--- src/mac_pkg.sv ---
// Constants and carrier types for the alert mask and config register bank
package mac_pkg;
   // Bus geometry
   localparam int ADDR_W = 12;
   localparam int IDX_LSB = 2;
   localparam int IDX_W = 8;
   localparam int GRP_N = 2;
   localparam int CH_N = 4;
   localparam int MEAS_W = 10;
   localparam int PIN_N = 2;

   // Register indices, byte address is four times the index
   localparam logic [7:0] IDX_MASK_ONE = 8'h74;
   localparam logic [7:0] IDX_MASK_TWO = 8'h75;
   localparam logic [7:0] IDX_LOW_VOLT = 8'h76;
   localparam logic [7:0] IDX_LOW_MIX = 8'h77;
   localparam logic [7:0] IDX_CFG3 = 8'h78;
   localparam logic [7:0] IDX_OT_STAT = 8'h79;
   localparam logic [7:0] IDX_CFG4 = 8'h7D;
   localparam logic [7:0] IDX_LOCK = 8'h7C;
   localparam logic [7:0] IDX_HIGH_BASE = 8'h60;
   localparam logic [7:0] IDX_HIGH_LAST = 8'h67;

   // Reset values
   localparam logic [7:0] RST_BYTE = 8'h00;
   localparam logic [3:0] PEND_ALL = 4'hF;
   localparam logic [3:0] PEND_NONE = 4'h0;

   // Field positions
   localparam int MASK1_STAT2 = 7;
   localparam logic [7:0] MASK2_WR = 8'hFD;
   localparam int MASK2_FAN4 = 5;
   localparam int CFG3_ALERT = 0;
   localparam int CFG3_OT_EN = 1;
   localparam int CFG3_FAN_FULL_SPEED_ON_OVERTEMP = 2;
   localparam int CFG3_FAST = 3;
   localparam int CFG3_CONT = 4;
   localparam int CFG4_PIN_SEL = 1;
   localparam int LOCK_BIT = 0;
   localparam int PIN_5V = 0;
   localparam int PIN_TACH4 = 1;

   // Bus answers
   localparam logic [1:0] RESP_OKAY = 2'h0;
   localparam logic [1:0] RESP_SLVERR = 2'h2;

   // Overtemp timer resolution
   localparam int TICK_US = 22760;
   localparam int CLK_NS = 10;
   localparam int TICK_CYCLES = TICK_US * 1000 / CLK_NS;
   localparam logic [7:0] TMR_MAX = 8'hFF;

   // One group of four 10-bit readings, channel 0 in the low pair
   typedef struct packed {
      logic [CH_N-1:0][MEAS_W-1:0] val;
   } mac_group_s;

   // Live status conditions from the measurement engine
   typedef struct packed {
      logic [7:0] two;
      logic [6:0] one;
   } mac_status_s;
endpackage

--- src/mac_regs.sv ---
// Alert mask, extended resolution and third config register bank
//
// Implementation choice: the AXI4-Lite slave port.
`timescale 1ns/1ps
// Overview of operation
// - Mask one bits 0-6 block alert for the seven voltage/temp channels.
// - Mask one bit 7 blocks alert for every second-status condition.
// - Mask two bit 0 blocks alert for the 12 V channel.
// - Mask two bit 1 stays zero and never masks overtemp events; host writes leave it alone.
// - Mask two bits 2-4 block alert for fan 1, 2, 3 faults.
// - Mask two bit 5 masks fan 4 fault, or timer event in tach4 overtemp use.
// - Mask two bits 6-7 block alert for diode faults on remote 1, 2.
// - Both mask registers reset to all zeros.
// - Low-bit register one packs 2.5 V, core, supply, 5 V low pairs.
// - Low-bit register two packs 12 V, remote 1, local, remote 2 pairs.
// - Reading a low-bit register freezes it and its high bytes until read.
// - Config three bit 0 turns the shared pin into the alert output.
// - Config three bit 1 enables overtemp monitoring on the selected pin.
// - Timer measures how long an enabled overtemp input stays asserted.
// - Fan_full_speed_on_overtemp bit forces all fans to full duty during overtemp.
// - Fast bit raises fan_speed_input rate from once a second to every 250 ms.
// - Config three bits 4-7 make fan_speed_input inputs 1-4 measure continuously.
// - Config three resets to zero and ignores writes once locked.
// - Pin select 1 picks the 5 V pin as overtemp input, else tach 4.
// - Overtemp status flag sets on assertion and clears when read.
module mac_regs
   import mac_pkg::*;
#(
   parameter int TICK_CYC = TICK_CYCLES
) (
   input  wire logic                 mclk,
   input  wire logic                 resetn,
   input  wire logic [ADDR_W-1:0]    s_axi_awaddr,
   input  wire logic                 s_axi_awvalid,
   output logic                      s_axi_awready,
   input  wire logic [31:0]          s_axi_wdata,
   input  wire logic [3:0]           s_axi_wstrb,
   input  wire logic                 s_axi_wvalid,
   output logic                      s_axi_wready,
   output logic [1:0]                s_axi_bresp,
   output logic                      s_axi_bvalid,
   input  wire logic                 s_axi_bready,
   input  wire logic [ADDR_W-1:0]    s_axi_araddr,
   input  wire logic                 s_axi_arvalid,
   output logic                      s_axi_arready,
   output logic [31:0]               s_axi_rdata,
   output logic [1:0]                s_axi_rresp,
   output logic                      s_axi_rvalid,
   input  wire logic                 s_axi_rready,
   input  wire mac_group_s           meas_volt,
   input  wire mac_group_s           meas_mix,
   input  wire mac_status_s          status_in,
   input  wire logic                 fan_four_fault,
   input  wire logic                 overtemp_timer_event,
   input  wire logic                 overtemp_input_5v,
   input  wire logic                 overtemp_input_tach4,
   output logic                      alert_out,
   output logic                      alert_pin_mode,
   output logic                      overtemp_monitor_en,
   output logic                      overtemp_active,
   output logic                      fans_full_speed,
   output logic                      fast_fan_speed_input_rate,
   output logic [3:0]                continuous_speed,
   output logic                      overtemp_pin_select,
   output logic [7:0]                overtemp_timer
);

   // Packs the two low bits of each reading of a group
   function automatic logic [7:0] low_pairs(input mac_group_s g);
      logic [7:0] r;
      r = RST_BYTE;
      for (int k = 0; k < CH_N; k++) begin
         r[2*k +: 2] = g.val[k][1:0];
      end
      return r;
   endfunction

   // High byte of one reading
   function automatic logic [7:0] high_byte(input logic [9:0] v);
      return v[MEAS_W-1:2];
   endfunction

   // Word index of a byte address
   function automatic logic [IDX_W-1:0] to_idx(
      input logic [ADDR_W-1:0] a);
      return a[IDX_LSB +: IDX_W];
   endfunction

   logic [7:0]        mask_one_q;
   logic [7:0]        mask_two_q;
   logic [7:0]        cfg3_q;
   logic [7:0]        cfg4_q;
   logic              lock_q;
   mac_group_s        held_q [GRP_N];
   logic [3:0]        pend_q [GRP_N];
   logic              aw_held_q;
   logic              w_held_q;
   logic [ADDR_W-1:0] awaddr_q;
   logic [7:0]        wbyte_q;
   logic              wen_q;
   logic              bvalid_q;
   logic              rvalid_q;
   logic [31:0]       rdata_q;
   logic [1:0]        rresp_q;
   logic [PIN_N-1:0]  s1_q;
   logic [PIN_N-1:0]  s2_q;
   logic [PIN_N-1:0]  s3_q;
   logic [PIN_N-1:0]  pin_q;
   logic              ot_prev_q;
   logic              ot_flag_q;
   logic [31:0]       tick_q;
   logic [7:0]        tmr_q;
   logic              alert_q;

   // Bus handshakes
   wire do_wr = aw_held_q & w_held_q & ~bvalid_q;
   wire rd_go = s_axi_arvalid & ~rvalid_q;
   wire [IDX_W-1:0] wr_idx = to_idx(awaddr_q);
   wire [IDX_W-1:0] rd_idx = to_idx(s_axi_araddr);
   wire wr_ok = do_wr & wen_q;

   assign s_axi_awready = ~aw_held_q;
   assign s_axi_wready  = ~w_held_q;
   assign s_axi_bvalid  = bvalid_q;
   assign s_axi_bresp   = RESP_OKAY;
   assign s_axi_arready = ~rvalid_q;
   assign s_axi_rvalid  = rvalid_q;
   assign s_axi_rdata   = rdata_q;
   assign s_axi_rresp   = rresp_q;

   // Read side-effect strobes
   wire rd_low_volt = rd_go & (rd_idx == IDX_LOW_VOLT);
   wire rd_low_mix  = rd_go & (rd_idx == IDX_LOW_MIX);
   wire rd_ot_stat  = rd_go & (rd_idx == IDX_OT_STAT);
   wire rd_high = rd_go & (rd_idx >= IDX_HIGH_BASE)
                  & (rd_idx <= IDX_HIGH_LAST);
   wire [IDX_W-1:0] hi_off = rd_idx - IDX_HIGH_BASE;
   wire hi_grp = hi_off[2];
   wire [1:0] hi_ch = hi_off[1:0];

   // Freeze flag of each group, set while any of its high bytes is unread
   wire frz_volt = |pend_q[0];
   wire frz_mix  = |pend_q[1];

   // Overtemp source selection and qualification
   wire ot_raw = cfg4_q[CFG4_PIN_SEL] ? pin_q[PIN_5V]
                                       : pin_q[PIN_TACH4];
   wire ot_act = cfg3_q[CFG3_OT_EN] & ot_raw;
   wire ot_rise = ot_act & ~ot_prev_q;
   wire tick_end = (tick_q == 32'(TICK_CYC - 1));

   // Second status with fan 4 slot rerouted in tach4 overtemp use
   wire tach4_ot = cfg3_q[CFG3_OT_EN] & ~cfg4_q[CFG4_PIN_SEL];
   wire slot5 = tach4_ot ? overtemp_timer_event
                         : fan_four_fault;
   wire [7:0] st_two;
   assign st_two = {status_in.two[7:6], slot5,
                    status_in.two[4:0]};

   // Alert qualification
   wire hit_one = |(status_in.one & ~mask_one_q[6:0]);
   wire hit_two = ~mask_one_q[MASK1_STAT2]
                  & |(st_two & ~mask_two_q);
   wire alert_d = cfg3_q[CFG3_ALERT] & (hit_one | hit_two);

   // Read data selection
   logic [7:0] rd_byte;
   logic       rd_hit;
   always_comb begin
      rd_byte = RST_BYTE;
      rd_hit  = 1'b1;
      if (rd_idx == IDX_MASK_ONE) begin
         rd_byte = mask_one_q;
      end else if (rd_idx == IDX_MASK_TWO) begin
         rd_byte = mask_two_q;
      end else if (rd_idx == IDX_LOW_VOLT) begin
         rd_byte = low_pairs(held_q[0]);
      end else if (rd_idx == IDX_LOW_MIX) begin
         rd_byte = low_pairs(held_q[1]);
      end else if (rd_idx == IDX_CFG3) begin
         rd_byte = cfg3_q;
      end else if (rd_idx == IDX_OT_STAT) begin
         rd_byte = {tmr_q[7:1], tmr_q[0] | ot_flag_q};
      end else if (rd_idx == IDX_CFG4) begin
         rd_byte = cfg4_q;
      end else if (rd_idx == IDX_LOCK) begin
         rd_byte = {7'h00, lock_q};
      end else if (rd_high) begin
         rd_byte = high_byte(held_q[hi_grp].val[hi_ch]);
      end else begin
         rd_hit = 1'b0;
      end
   end

   // Write address and data capture, either order
   always_ff @(posedge mclk) begin
      if (!resetn) begin
         aw_held_q <= 1'b0;
         awaddr_q  <= '0;
      end else if (s_axi_awvalid && !aw_held_q) begin
         aw_held_q <= 1'b1;
         awaddr_q  <= s_axi_awaddr;
      end else if (do_wr) begin
         aw_held_q <= 1'b0;
      end
   end

   always_ff @(posedge mclk) begin
      if (!resetn) begin
         w_held_q <= 1'b0;
         wbyte_q  <= RST_BYTE;
         wen_q    <= 1'b0;
      end else if (s_axi_wvalid && !w_held_q) begin
         w_held_q <= 1'b1;
         wbyte_q  <= s_axi_wdata[7:0];
         wen_q    <= s_axi_wstrb[0];
      end else if (do_wr) begin
         w_held_q <= 1'b0;
      end
   end

   // Write response
   always_ff @(posedge mclk) begin
      if (!resetn) begin
         bvalid_q <= 1'b0;
      end else if (do_wr) begin
         bvalid_q <= 1'b1;
      end else if (s_axi_bready) begin
         bvalid_q <= 1'b0;
      end
   end

   // Read answer
   always_ff @(posedge mclk) begin
      if (!resetn) begin
         rvalid_q <= 1'b0;
         rdata_q  <= '0;
         rresp_q  <= RESP_OKAY;
      end else if (rd_go) begin
         rvalid_q <= 1'b1;
         rdata_q  <= {24'h000000, rd_byte};
         rresp_q  <= rd_hit ? RESP_OKAY : RESP_SLVERR;
      end else if (s_axi_rready) begin
         rvalid_q <= 1'b0;
      end
   end

   // Mask registers
   always_ff @(posedge mclk) begin
      if (!resetn) begin
         mask_one_q <= RST_BYTE;
         mask_two_q <= RST_BYTE;
      end else if (wr_ok && wr_idx == IDX_MASK_ONE) begin
         mask_one_q <= wbyte_q;
      end else if (wr_ok && wr_idx == IDX_MASK_TWO) begin
         mask_two_q <= (wbyte_q & MASK2_WR)
                       | (mask_two_q & ~MASK2_WR);
      end
   end

   // Lockable configuration
   always_ff @(posedge mclk) begin
      if (!resetn) begin
         cfg3_q <= RST_BYTE;
         cfg4_q <= RST_BYTE;
         lock_q <= 1'b0;
      end else if (wr_ok && !lock_q && wr_idx == IDX_CFG3) begin
         cfg3_q <= wbyte_q;
      end else if (wr_ok && !lock_q && wr_idx == IDX_CFG4) begin
         cfg4_q <= wbyte_q;
      end else if (wr_ok && wr_idx == IDX_LOCK) begin
         lock_q <= lock_q | wbyte_q[LOCK_BIT];
      end
   end

   // Coherent capture of readings
   always_ff @(posedge mclk) begin
      if (!resetn) begin
         held_q[0] <= '0;
         held_q[1] <= '0;
      end else begin
         if (!frz_volt && !rd_low_volt) begin
            held_q[0] <= meas_volt;
         end
         if (!frz_mix && !rd_low_mix) begin
            held_q[1] <= meas_mix;
         end
      end
   end

   // Freeze bookkeeping, one pending bit per high byte
   always_ff @(posedge mclk) begin
      if (!resetn) begin
         pend_q[0] <= PEND_NONE;
         pend_q[1] <= PEND_NONE;
      end else if (rd_low_volt) begin
         pend_q[0] <= PEND_ALL;
      end else if (rd_low_mix) begin
         pend_q[1] <= PEND_ALL;
      end else if (rd_high) begin
         pend_q[hi_grp][hi_ch] <= 1'b0;
      end
   end

   // Overtemp pin synchronisers, change taken when stages 2 and 3 agree
   always_ff @(posedge mclk) begin
      if (!resetn) begin
         s1_q  <= '0;
         s2_q  <= '0;
         s3_q  <= '0;
         pin_q <= '0;
      end else begin
         s1_q  <= {overtemp_input_tach4, overtemp_input_5v};
         s2_q  <= s1_q;
         s3_q  <= s2_q;
         pin_q <= (s2_q & s3_q) | (pin_q & (s2_q | s3_q));
      end
   end

   // Overtemp flag, set wins over clear on read
   always_ff @(posedge mclk) begin
      if (!resetn) begin
         ot_prev_q <= 1'b0;
         ot_flag_q <= 1'b0;
      end else begin
         ot_prev_q <= ot_act;
         ot_flag_q <= ot_rise | (ot_flag_q & ~rd_ot_stat);
      end
   end

   // Assertion duration timer
   always_ff @(posedge mclk) begin
      if (!resetn) begin
         tick_q <= '0;
         tmr_q  <= RST_BYTE;
      end else if (ot_rise) begin
         tick_q <= '0;
         tmr_q  <= RST_BYTE;
      end else if (ot_act) begin
         tick_q <= tick_end ? '0 : tick_q + 32'd1;
         if (tick_end && tmr_q != TMR_MAX) begin
            tmr_q <= tmr_q + 8'h01;
         end
      end
   end

   // Registered alert
   always_ff @(posedge mclk) begin
      if (!resetn) begin
         alert_q <= 1'b0;
      end else begin
         alert_q <= alert_d;
      end
   end

   // Fan and fan_speed_input controls
   logic fan_full_speed_on_overtemp_q;
   always_ff @(posedge mclk) begin
      if (!resetn) begin
         fan_full_speed_on_overtemp_q <= 1'b0;
      end else begin
         fan_full_speed_on_overtemp_q <= cfg3_q[CFG3_FAN_FULL_SPEED_ON_OVERTEMP] & ot_act;
      end
   end

   assign alert_out           = alert_q;
   assign alert_pin_mode      = cfg3_q[CFG3_ALERT];
   assign overtemp_monitor_en = cfg3_q[CFG3_OT_EN];
   assign overtemp_active     = ot_prev_q;
   assign fans_full_speed     = fan_full_speed_on_overtemp_q;
   assign fast_fan_speed_input_rate      = cfg3_q[CFG3_FAST];
   assign continuous_speed    = cfg3_q[CFG3_CONT +: 4];
   assign overtemp_pin_select = cfg4_q[CFG4_PIN_SEL];
   assign overtemp_timer      = tmr_q;

endmodule

--- config.mk ---
export PLATFORM = sky130hd
export DESIGN_NAME = mac_regs
export DESIGN_NICKNAME = d
export VERILOG_FILES = /design/src/mac_pkg.sv /design/src/mac_regs.sv
export SDC_FILE = /design/constraint.sdc
export NUM_CORES = 1
export LEC_CHECK = 0
export BUFFER_PORTS_ARGS = -buffer_cell sky130_fd_sc_hd__buf_2
export CAP_MARGIN = 20
export CORE_UTILIZATION = 39
export DETAILED_ROUTE_END_ITERATION = 12
export HOLD_SLACK_MARGIN = 0.02
export PLACE_DENSITY = 0.68
export SYNTH_ARGS = -nofsm -noshare
export SYNTH_HDL_FRONTEND = slang
export SYNTH_SLANG_ARGS = --single-unit
--- constraint.sdc ---
create_clock -name mclk -period 3.8 [get_ports mclk]
set_input_delay 0.76 -clock mclk [delete_from_list [all_inputs] [get_ports mclk]]
set_output_delay 0.76 -clock mclk [all_outputs]
set_load 0.01 [all_outputs]
==> results.md, run 1 <==
- Grt total ovfl: 0
- Area after DPL: between 0.01 and 0.015 sq mm
- Initial DRC count: slightly below 500
- Slowest cell on the critical path: or4_1
- Post-synth top area share: approximately a quarter
- Internal power: just under 4 mW
- Avg Cell Area, Syn: 10.07 sq um
- Number of synthesized flops with an enable pin: 80
- FMAX: approximately 340 MHz
- Leak: approximately 4.5 nW
- Hold Crit Start: s1_q[0]$_SDFF_PN0_
- Setup TNS Final: 0 ps
- R2r endpoint: overtemp_timer[3]$_SDFFE_PP0P_
- Share of cells above drive strength 1: about 22%
- Hold Crit Class: reg2reg
- Layout fillers: between 2000 and 2500
- Synth async-reset ratio: 0%
- Die Y: ~160 um
- CP delay by family, top: simple AND/OR/NAND/NOR gates
- Sequential share of power: 48.4%
- Combinational power share: 7.0%
- P&R area growth vs syn: 19.58%
- Post-route cell area: around 0.011 sq mm
- Final Slew Violations: 0
- Clock power frac: about 45%
- Vias in the first global route: about 6900
- WL final: roughly 24000 um
- Worst Hold Endpoint: s2_q[0]$_SDFF_PN0_
- Effective utilization at floorplan: between 30 and 40%
- Hold Buf Count CTS: 0
- Crit-path max FO: 11
- Wire per inst: ~17 um
- CP arrival: around 3400 ps
- Area of the multi-input gates: just over 0.004 sq mm
- Post-CTS Setup Bufs: 0
- I/O pin count: about 230
- 1st-pass router iterations: 5
- Overall Power: between 4 and 5 mW
- Cell Pwr Density: roughly 440 mW/mm^2
- Initial antenna violation count: 0
- Gpl congestion: approximately 0.86
- Top_reg_cell synth: dfxtp_1
- Total number of vias: between 7000 and 8000
- Crit path buf inv count: 0
- H-tree levels: 1
- Worst Path Required: roughly 4200 ps
- Core Region: 0.02354 sq mm
- Final #Nets: between 1000 and 1500
- VDD IR max: 295.0 uV
- Clock skew: around 22 ps
- Tmin final: slightly below 3000 ps
- Die Area: 0.02466 sq mm
- Largest net degree at the start of global routing: 81
- Worst-path clk slew: roughly 60 ps
- Most area-consuming cells after synthesis: dfxtp_1 (26%), edfxtp_1 (26%), nor2b_1 (5.7%)
- Synth cell types: 63
- Synthesized flop and latch total: roughly 200
- Post-CTS sizing: 0
- CTS tree: yes
- Worst path most repeated cell: or4_1
- Hold Path Cell Cnt: 1
- Reg2Reg Launch Point: cfg4_q[1]$_SDFFE_PN0P_
- Die width: 157.0 um
- Yosys top cell by area: dfxtp_1
- Final Hold Fails: 0
- Slew HR: approximately half
- First-pass GRT wire length: around 37000 um
- Number of synthesis warnings: 0
- DRC viols: 0
- Status: finished, final reports clean
- Sequential cell area: 0.004845 sq mm
- Root buf cell: clkbuf_16
- Kind of critical path: reg2reg
- HPWL Detailed: between 15000 and 20000 um
- Worst reg2reg path depth: 5
- Clk sinks: 202
- Crit-path max cell delay: 750 ps
- Period Utilization, post-route: between 70 and 80%
- Worst Tran Pin Value: around 760 ps
- Crit. End Element: flop
- Cells along the critical path: mux2i_1, or4b_1, or4_1, or4_1, a21oi_1
- Routed Antenna Nets: 0
- Critical path depth: 5
- # diodes: 0
- GR Util All Layers: about a fifth
- Final setup vio count: 0
- Synth Cell Area: between 0.009 and 0.01 sq mm
- I/O Buffers: 162
- Switching power share of the total: a little over a fifth
- Mapped Cells: approximately 930
- Setup slack, reg-to-reg: 860 ps
- DR vias/cell: between 5 and 6
- Clock Path Buffers: 3
- Seq/Total Area, Yosys: about half
- Clk Latency, worst-skew pair: 510 ps
- Switching Power: 1.074 mW
- Crit start category: flop
- Unrepaired setup endpoints after global routing: false
- Max-cap viol count: 0
- Num CTS Buffers: 22
- Row count: 56
[power by group through the flow]
stage | Sequential (mW) | Clock [mW] | Combinational (mW)
after floorplan | 2.41 | 0 | 0.227
after global placement | 2.42 | 0 | 0.340
after detailed placement | 2.42 | 0 | 0.344
after CTS | 2.38 | 2.24 | 0.346
after global routing | 2.38 | 2.32 | 0.379
final | 2.38 | 2.19 | 0.343
[metrics by stage]
stage                     hold WS [ps]  setup WS (ps)  utilization [%]  instances
after CTS                        443.0          875.1            47.62       1419
after detailed placement         422.6          902.2            44.43       1381
final                            444.3          860.0            47.62       1419
after floorplan                  411.9          628.2                -        957
after global placement           424.3          890.3            44.43       1381
after global routing             453.0          745.9            47.62       1419
[registers in the layout (all words and copies together) (netlist names), 2 cells and up]
name / cells
awaddr_q: 8
cfg3_q: 8
cfg4_q: 8
held_q: 80
mask_one_q: 8
mask_two_q: 7
overtemp_timer: 8
pend_q: 8
pin_q: 2
s1_q: 2
s2_q: 2
s3_q: 2
s_axi_rdata: 8
tick_q: 32
wbyte_q: 8
[final cells by class]
class	count	share of cell area (%)
flip-flops and latches	202	43.21
clock inverters	6	0.7254
multi-input cells	656	37.10
inverters	25	0.8370
repair buffers	179	8.594
well taps	319	3.560
clock buffers	32	5.971
[cell usage in the layout, fill, tap and decap left out, types with 6 or more instances in the layout]
master | synthesis | final
nor2b_1 | 86 | 86
inv_1 | 25 | 24
clkbuf_16 | 0 | 23
or3_1 | 10 | 10
buf_4 | 31 | 15
or4_1 | 9 | 9
nand2_1 | 89 | 88
o31ai_1 | 12 | 12
and2_1 | 11 | 11
nor2_1 | 79 | 79
nor3_1 | 10 | 10
o21ai_0 | 25 | 25
dfxtp_1 | 122 | 122
mux2i_1 | 49 | 49
nand4_1 | 18 | 18
nand3_1 | 21 | 21
mux4_2 | 14 | 14
nor4_1 | 10 | 10
xor2_1 | 13 | 13
xnor2_1 | 9 | 9
o22ai_1 | 7 | 7
edfxtp_1 | 80 | 80
a21oi_1 | 62 | 62
buf_2 | 1 | 162
clkbuf_8 | 0 | 6
conb_1 | 1 | 27
nand2b_1 | 13 | 12
and3_1 | 8 | 8
[worst max path at each step]
stage / from / end / slack, ps
floorplan: s_axi_araddr[4] / held_q[0][0]$_SDFFCE_PN0P_ / 630
global placement: s_axi_araddr[9] / held_q[0][21]$_SDFFCE_PN0P_ / 890
detailed placement: s_axi_araddr[9] / held_q[0][28]$_SDFFCE_PN0P_ / 900
CTS: cfg4_q[1]$_SDFFE_PN0P_ / overtemp_timer[3]$_SDFFE_PP0P_ / 880
global route: cfg4_q[1]$_SDFFE_PN0P_ / overtemp_timer[3]$_SDFFE_PP0P_ / 750
finish: cfg4_q[1]$_SDFFE_PN0P_ / overtemp_timer[3]$_SDFFE_PP0P_ / 860
[Yosys cell counts (9+ instances only)]
master	n
inv_1	25
o31ai_1	12
nor2_1	79
o21ai_0	25
nand2b_1	13
nand4_1	18
edfxtp_1	80
nor4_1	10
nor3_1	10
clkbuf_1	38
xnor2_1	9
mux4_2	14
dfxtp_1	122
xor2_1	13
buf_4	31
a21oi_1	62
or3_1	10
nand3_1	21
nand2_1	89
or4_1	9
nor2b_1	86
mux2i_1	49
and2_1	11
[layer usage]
| metal | track usage [%] | vias up | share of wire (%) |
|---|---|---|---|
| met5 | 0 | - | 0 |
| met3 | 3.579 | 39 | 6.5 |
| li1 | - | 3584 | - |
| met2 | 30.75 | 269 | 45 |
| met1 | 27.04 | 3470 | 46 |
| met4 | 5.964 | 0 | 2.5 |
[logic make-up after synthesis]
kind of cell,after synthesis,share of synthesized area [%]
buffers and inverters,99,5.218
adders and majority gates,2,0.2669
xor gates and xnor gates,22,2.055
muxes,67,9.075
AOI/OAI and AO/OA,148,9.729
and+or+nand+nor,390,21.94
other,1,0.04000
DFF,202,51.67
Power figures use the tool's default switching activity.
==> run 2, diff against run 1 <==
Settings changed: ABC_AREA from default to 1, PLACE_DENSITY 0.68 to 0.7.
Clock period 3.8 ns to 2.7 ns, I/O delays scaled along.
==> run 2 against run 1 <==
  * Combinational power up 48%
  * Global-route usage shrank 0.35 points
  * Clock skew shrank 2.6 ps
  * Routed wire length rose by 5.2%
  * Die area rose by 5.3%
  * Clock-buffer cell count down 3
  * Sequential power up 40%
  * Flip-flop and latch count unchanged
  * First-iteration DRC count is 19% higher
  * Critical path type unchanged
  * Critical endpoint is now tick_q[15]$_SDFFE_PP0P_
  * Largest cell class unchanged
  * Highest routed layer unchanged
==> results.md, run 2 <==
- Clk Latency, worst-skew pair: about 520 ps
- Overall Power: about 7 mW
- I/O Buffers: around 160
- Die Area: 0.02597 sq mm
- Reg2Reg Launch Point: tick_q[0]$_SDFFE_PP0P_
- Switching power share of the total: ~23%
- Worst Path Required: between 3000 and 4000 ps
- Number of synthesized flops with an enable pin: 80
- Mapped Cells: 1274
- Row count: 57
- Switching Power: roughly 1.6 mW
- Cell Pwr Density: 602.1 mW/mm^2
- Slew HR: 59.43%
- Routed Antenna Nets: 0
- FMAX: 471.3 MHz
- Worst-path clk slew: 60 ps
- Synth Cell Area: 0.009877 sq mm
- Critical Path Source: tick_q[0]$_SDFFE_PP0P_
- PnR worst setup slack: 578.1 ps
- Die Y: 161.1 um
- DR vias/cell: between 4 and 5
- Core Region: between 0.02 and 0.025 sq mm
- Top_reg_cell synth: dfxtp_1
- Final setup vio count: 0
- Final Slew Violations: 0
- VDD IR max: about 380 uV
- Hold Crit Class: in2reg
- Max-cap viol count: 0
- Crit-path max cell delay: between 300 and 400 ps
- Final #Nets: 1600
- Most flop-heavy register: held_q
- Leak: 5.329 nW
- Top-count cell post-synth: nand2_1
- Highest-count cells in the layout ignoring fill and taps: nand2_1 (211), inv_1 (201), nor2_1 (171)
- Root buf cell: clkbuf_16
- Setup TNS Final: 0 ps
- Hold Crit Start: overtemp_input_tach4
- Status: finished, final reports clean
- GR Util All Layers: roughly a fifth
- Worst Tran Pin Value: 603.5 ps
- Synth async-reset ratio: 0%
- I/O pin count: approximately 230
- Slowest cell on the critical path: dfxtp_1
- Final Hold Fails: 0
- Most area-consuming cells after synthesis: dfxtp_1 (25%), edfxtp_1 (24%), nand2_1 (8.0%)
- HPWL Detailed: between 15000 and 20000 um
- 1st-pass router iterations: 5
- Combinational power share: a little over 7%
- Crit-path max FO: 12
- Mux cell area share after synthesis: 0%
- Post-CTS Setup Bufs: 0
- DRC viols: 0
- Top cells by count, synth: nand2_1 (211), inv_1 (201), nor2_1 (171)
- P&R area growth vs syn: 18.51%
- Compound-Gate Fraction of Synth Area: between 10% and 20%
- Crit. End Element: flop
- Commonest non-fill, non-tap cell in the layout: nand2_1
- Grt total ovfl: 0
- Gpl congestion: 0.8915
- Vias in the first global route: roughly 8000
- CTS tree: yes
- Share of cells above drive strength 1: roughly 18%
- Post-synth top area share: 24.73%
- Total number of vias: 8735
- Simple-gate share of the synthesized area: roughly a quarter
- Die width: ~160 um
- Effective utilization at floorplan: around two fifths
- First-pass GRT wire length: 40220 um
- Wire per inst: 14.16 um
- Synth cell types: 47
- WL final: 25090 um
- Dpl cells: approximately 1700
- Hold slack: between 200 and 250 ps
- Number of synthesis warnings: 0
- Unrepaired setup endpoints after global routing: false
- Initial DRC count: a little under 600
- Main combinational cell family by area after synthesis: simple AND/OR/NAND/NOR gates
- Synthesized flop and latch total: 202
- XOR/XNOR share of the synthesized area: less than 1%
- Seq/Total Area, Yosys: roughly half
- Period Utilization, post-route: 78.59%
- Clock Path Buffers: 3
- Cells along the critical path: ha_1, nand2_1, nor2_1, nand3_1, nor4_2, nand2_1, nand2_2, inv_2, o21ai_1, a21oi_1
- Kind of critical path: reg2reg
- Tmin final: about 2100 ps
- Top flop regs: held_q (80), tick_q (32)
- Clock power frac: a little under half
- Largest register FFs: 80
- Clk sinks: between 200 and 250
- Avg Cell Area, Syn: about 7.8 sq um
- Largest net degree at the start of global routing: 41
- Worst path most repeated cell: nand2_1
- Internal power: roughly 5.4 mW
- CP arrival: approximately 2500 ps
- Initial antenna violation count: 1
- Setup Slack @ Placement: between 200 and 300 ps
- H-tree levels: 1
- Yosys top cell by area: dfxtp_1
- Sequential share of power: 47.4%
- Num CTS Buffers: 23
- Synth Area in Adders: 0.2534%
- Setup slack, reg-to-reg: a little under 600 ps
- Clock skew: roughly 20 ps
- Fin cells: 1772
- Hold Buf Count CTS: 0
- Post-CTS sizing: 0
- Crit start category: flop
-- run 2: logic make-up after synthesis --
group,count (synthesis)
and+or+nand+nor,575
buffers and inverters,295
DFF,202
AOI/OAI and AO/OA,194
xor gates and xnor gates,5
adders and majority gates,2
other,1
-- run 2: final timing paths --
kind / end / depth (start not counted)
worst min-delay path: s1_q[1]$_SDFF_PN0_ / 3
worst min register to register: s2_q[1]$_SDFF_PN0_ / 2
worst max-delay path: tick_q[15]$_SDFFE_PP0P_ / 10
worst max register to register: tick_q[15]$_SDFFE_PP0P_ / 10
-- run 2: power by group through the flow --
stage	clock, mW	combinational [mW]	sequential (mW)
6_report	3.20	0.508	3.34
5_1_grt	3.39	0.574	3.35
4_1_cts	3.26	0.511	3.34
3_5_place_dp	0	0.508	3.41
3_3_place_gp	0	0.499	3.41
2_1_floorplan	0	0.326	3.40
-- run 2: metrics by stage --
step	area [sq um]	utilization, %
floorplan	9975	-
global placement	10920	44.38
detailed placement	10920	44.38
CTS	11700	47.56
global route	11700	47.56
finish	11710	47.57
-- run 2: cell type report --
type | count | area, sq um
Sequential cell | 202 | 4845
Timing Repair Buffer | 182 | 985.9
Clock inverter | 11 | 153.9
Clock buffer | 29 | 629.4
Inverter | 220 | 829.5
Antenna cell | 1 | 2.502
Fill cell | 2395 | 12900
Tap cell | 324 | 405.4
Multi-Input combinational cell | 803 | 3854
-- run 2: metal layers --
layer,part of all wire (%),track usage (%),vias up
li1,-,-,4406
met1,44,25.27,4004
met2,47,32.33,273
met3,5.7,2.825,52
met4,2.7,5.660,0
met5,0,0,-
-- run 2: critical path: cells and delay by family, from the launching register on --
kind            cells  cell delay [ps]
simple gates        6             1060
flops               1              360
buf+inv             1              180
compound gates      2              170
fa+ha+maj           1              230
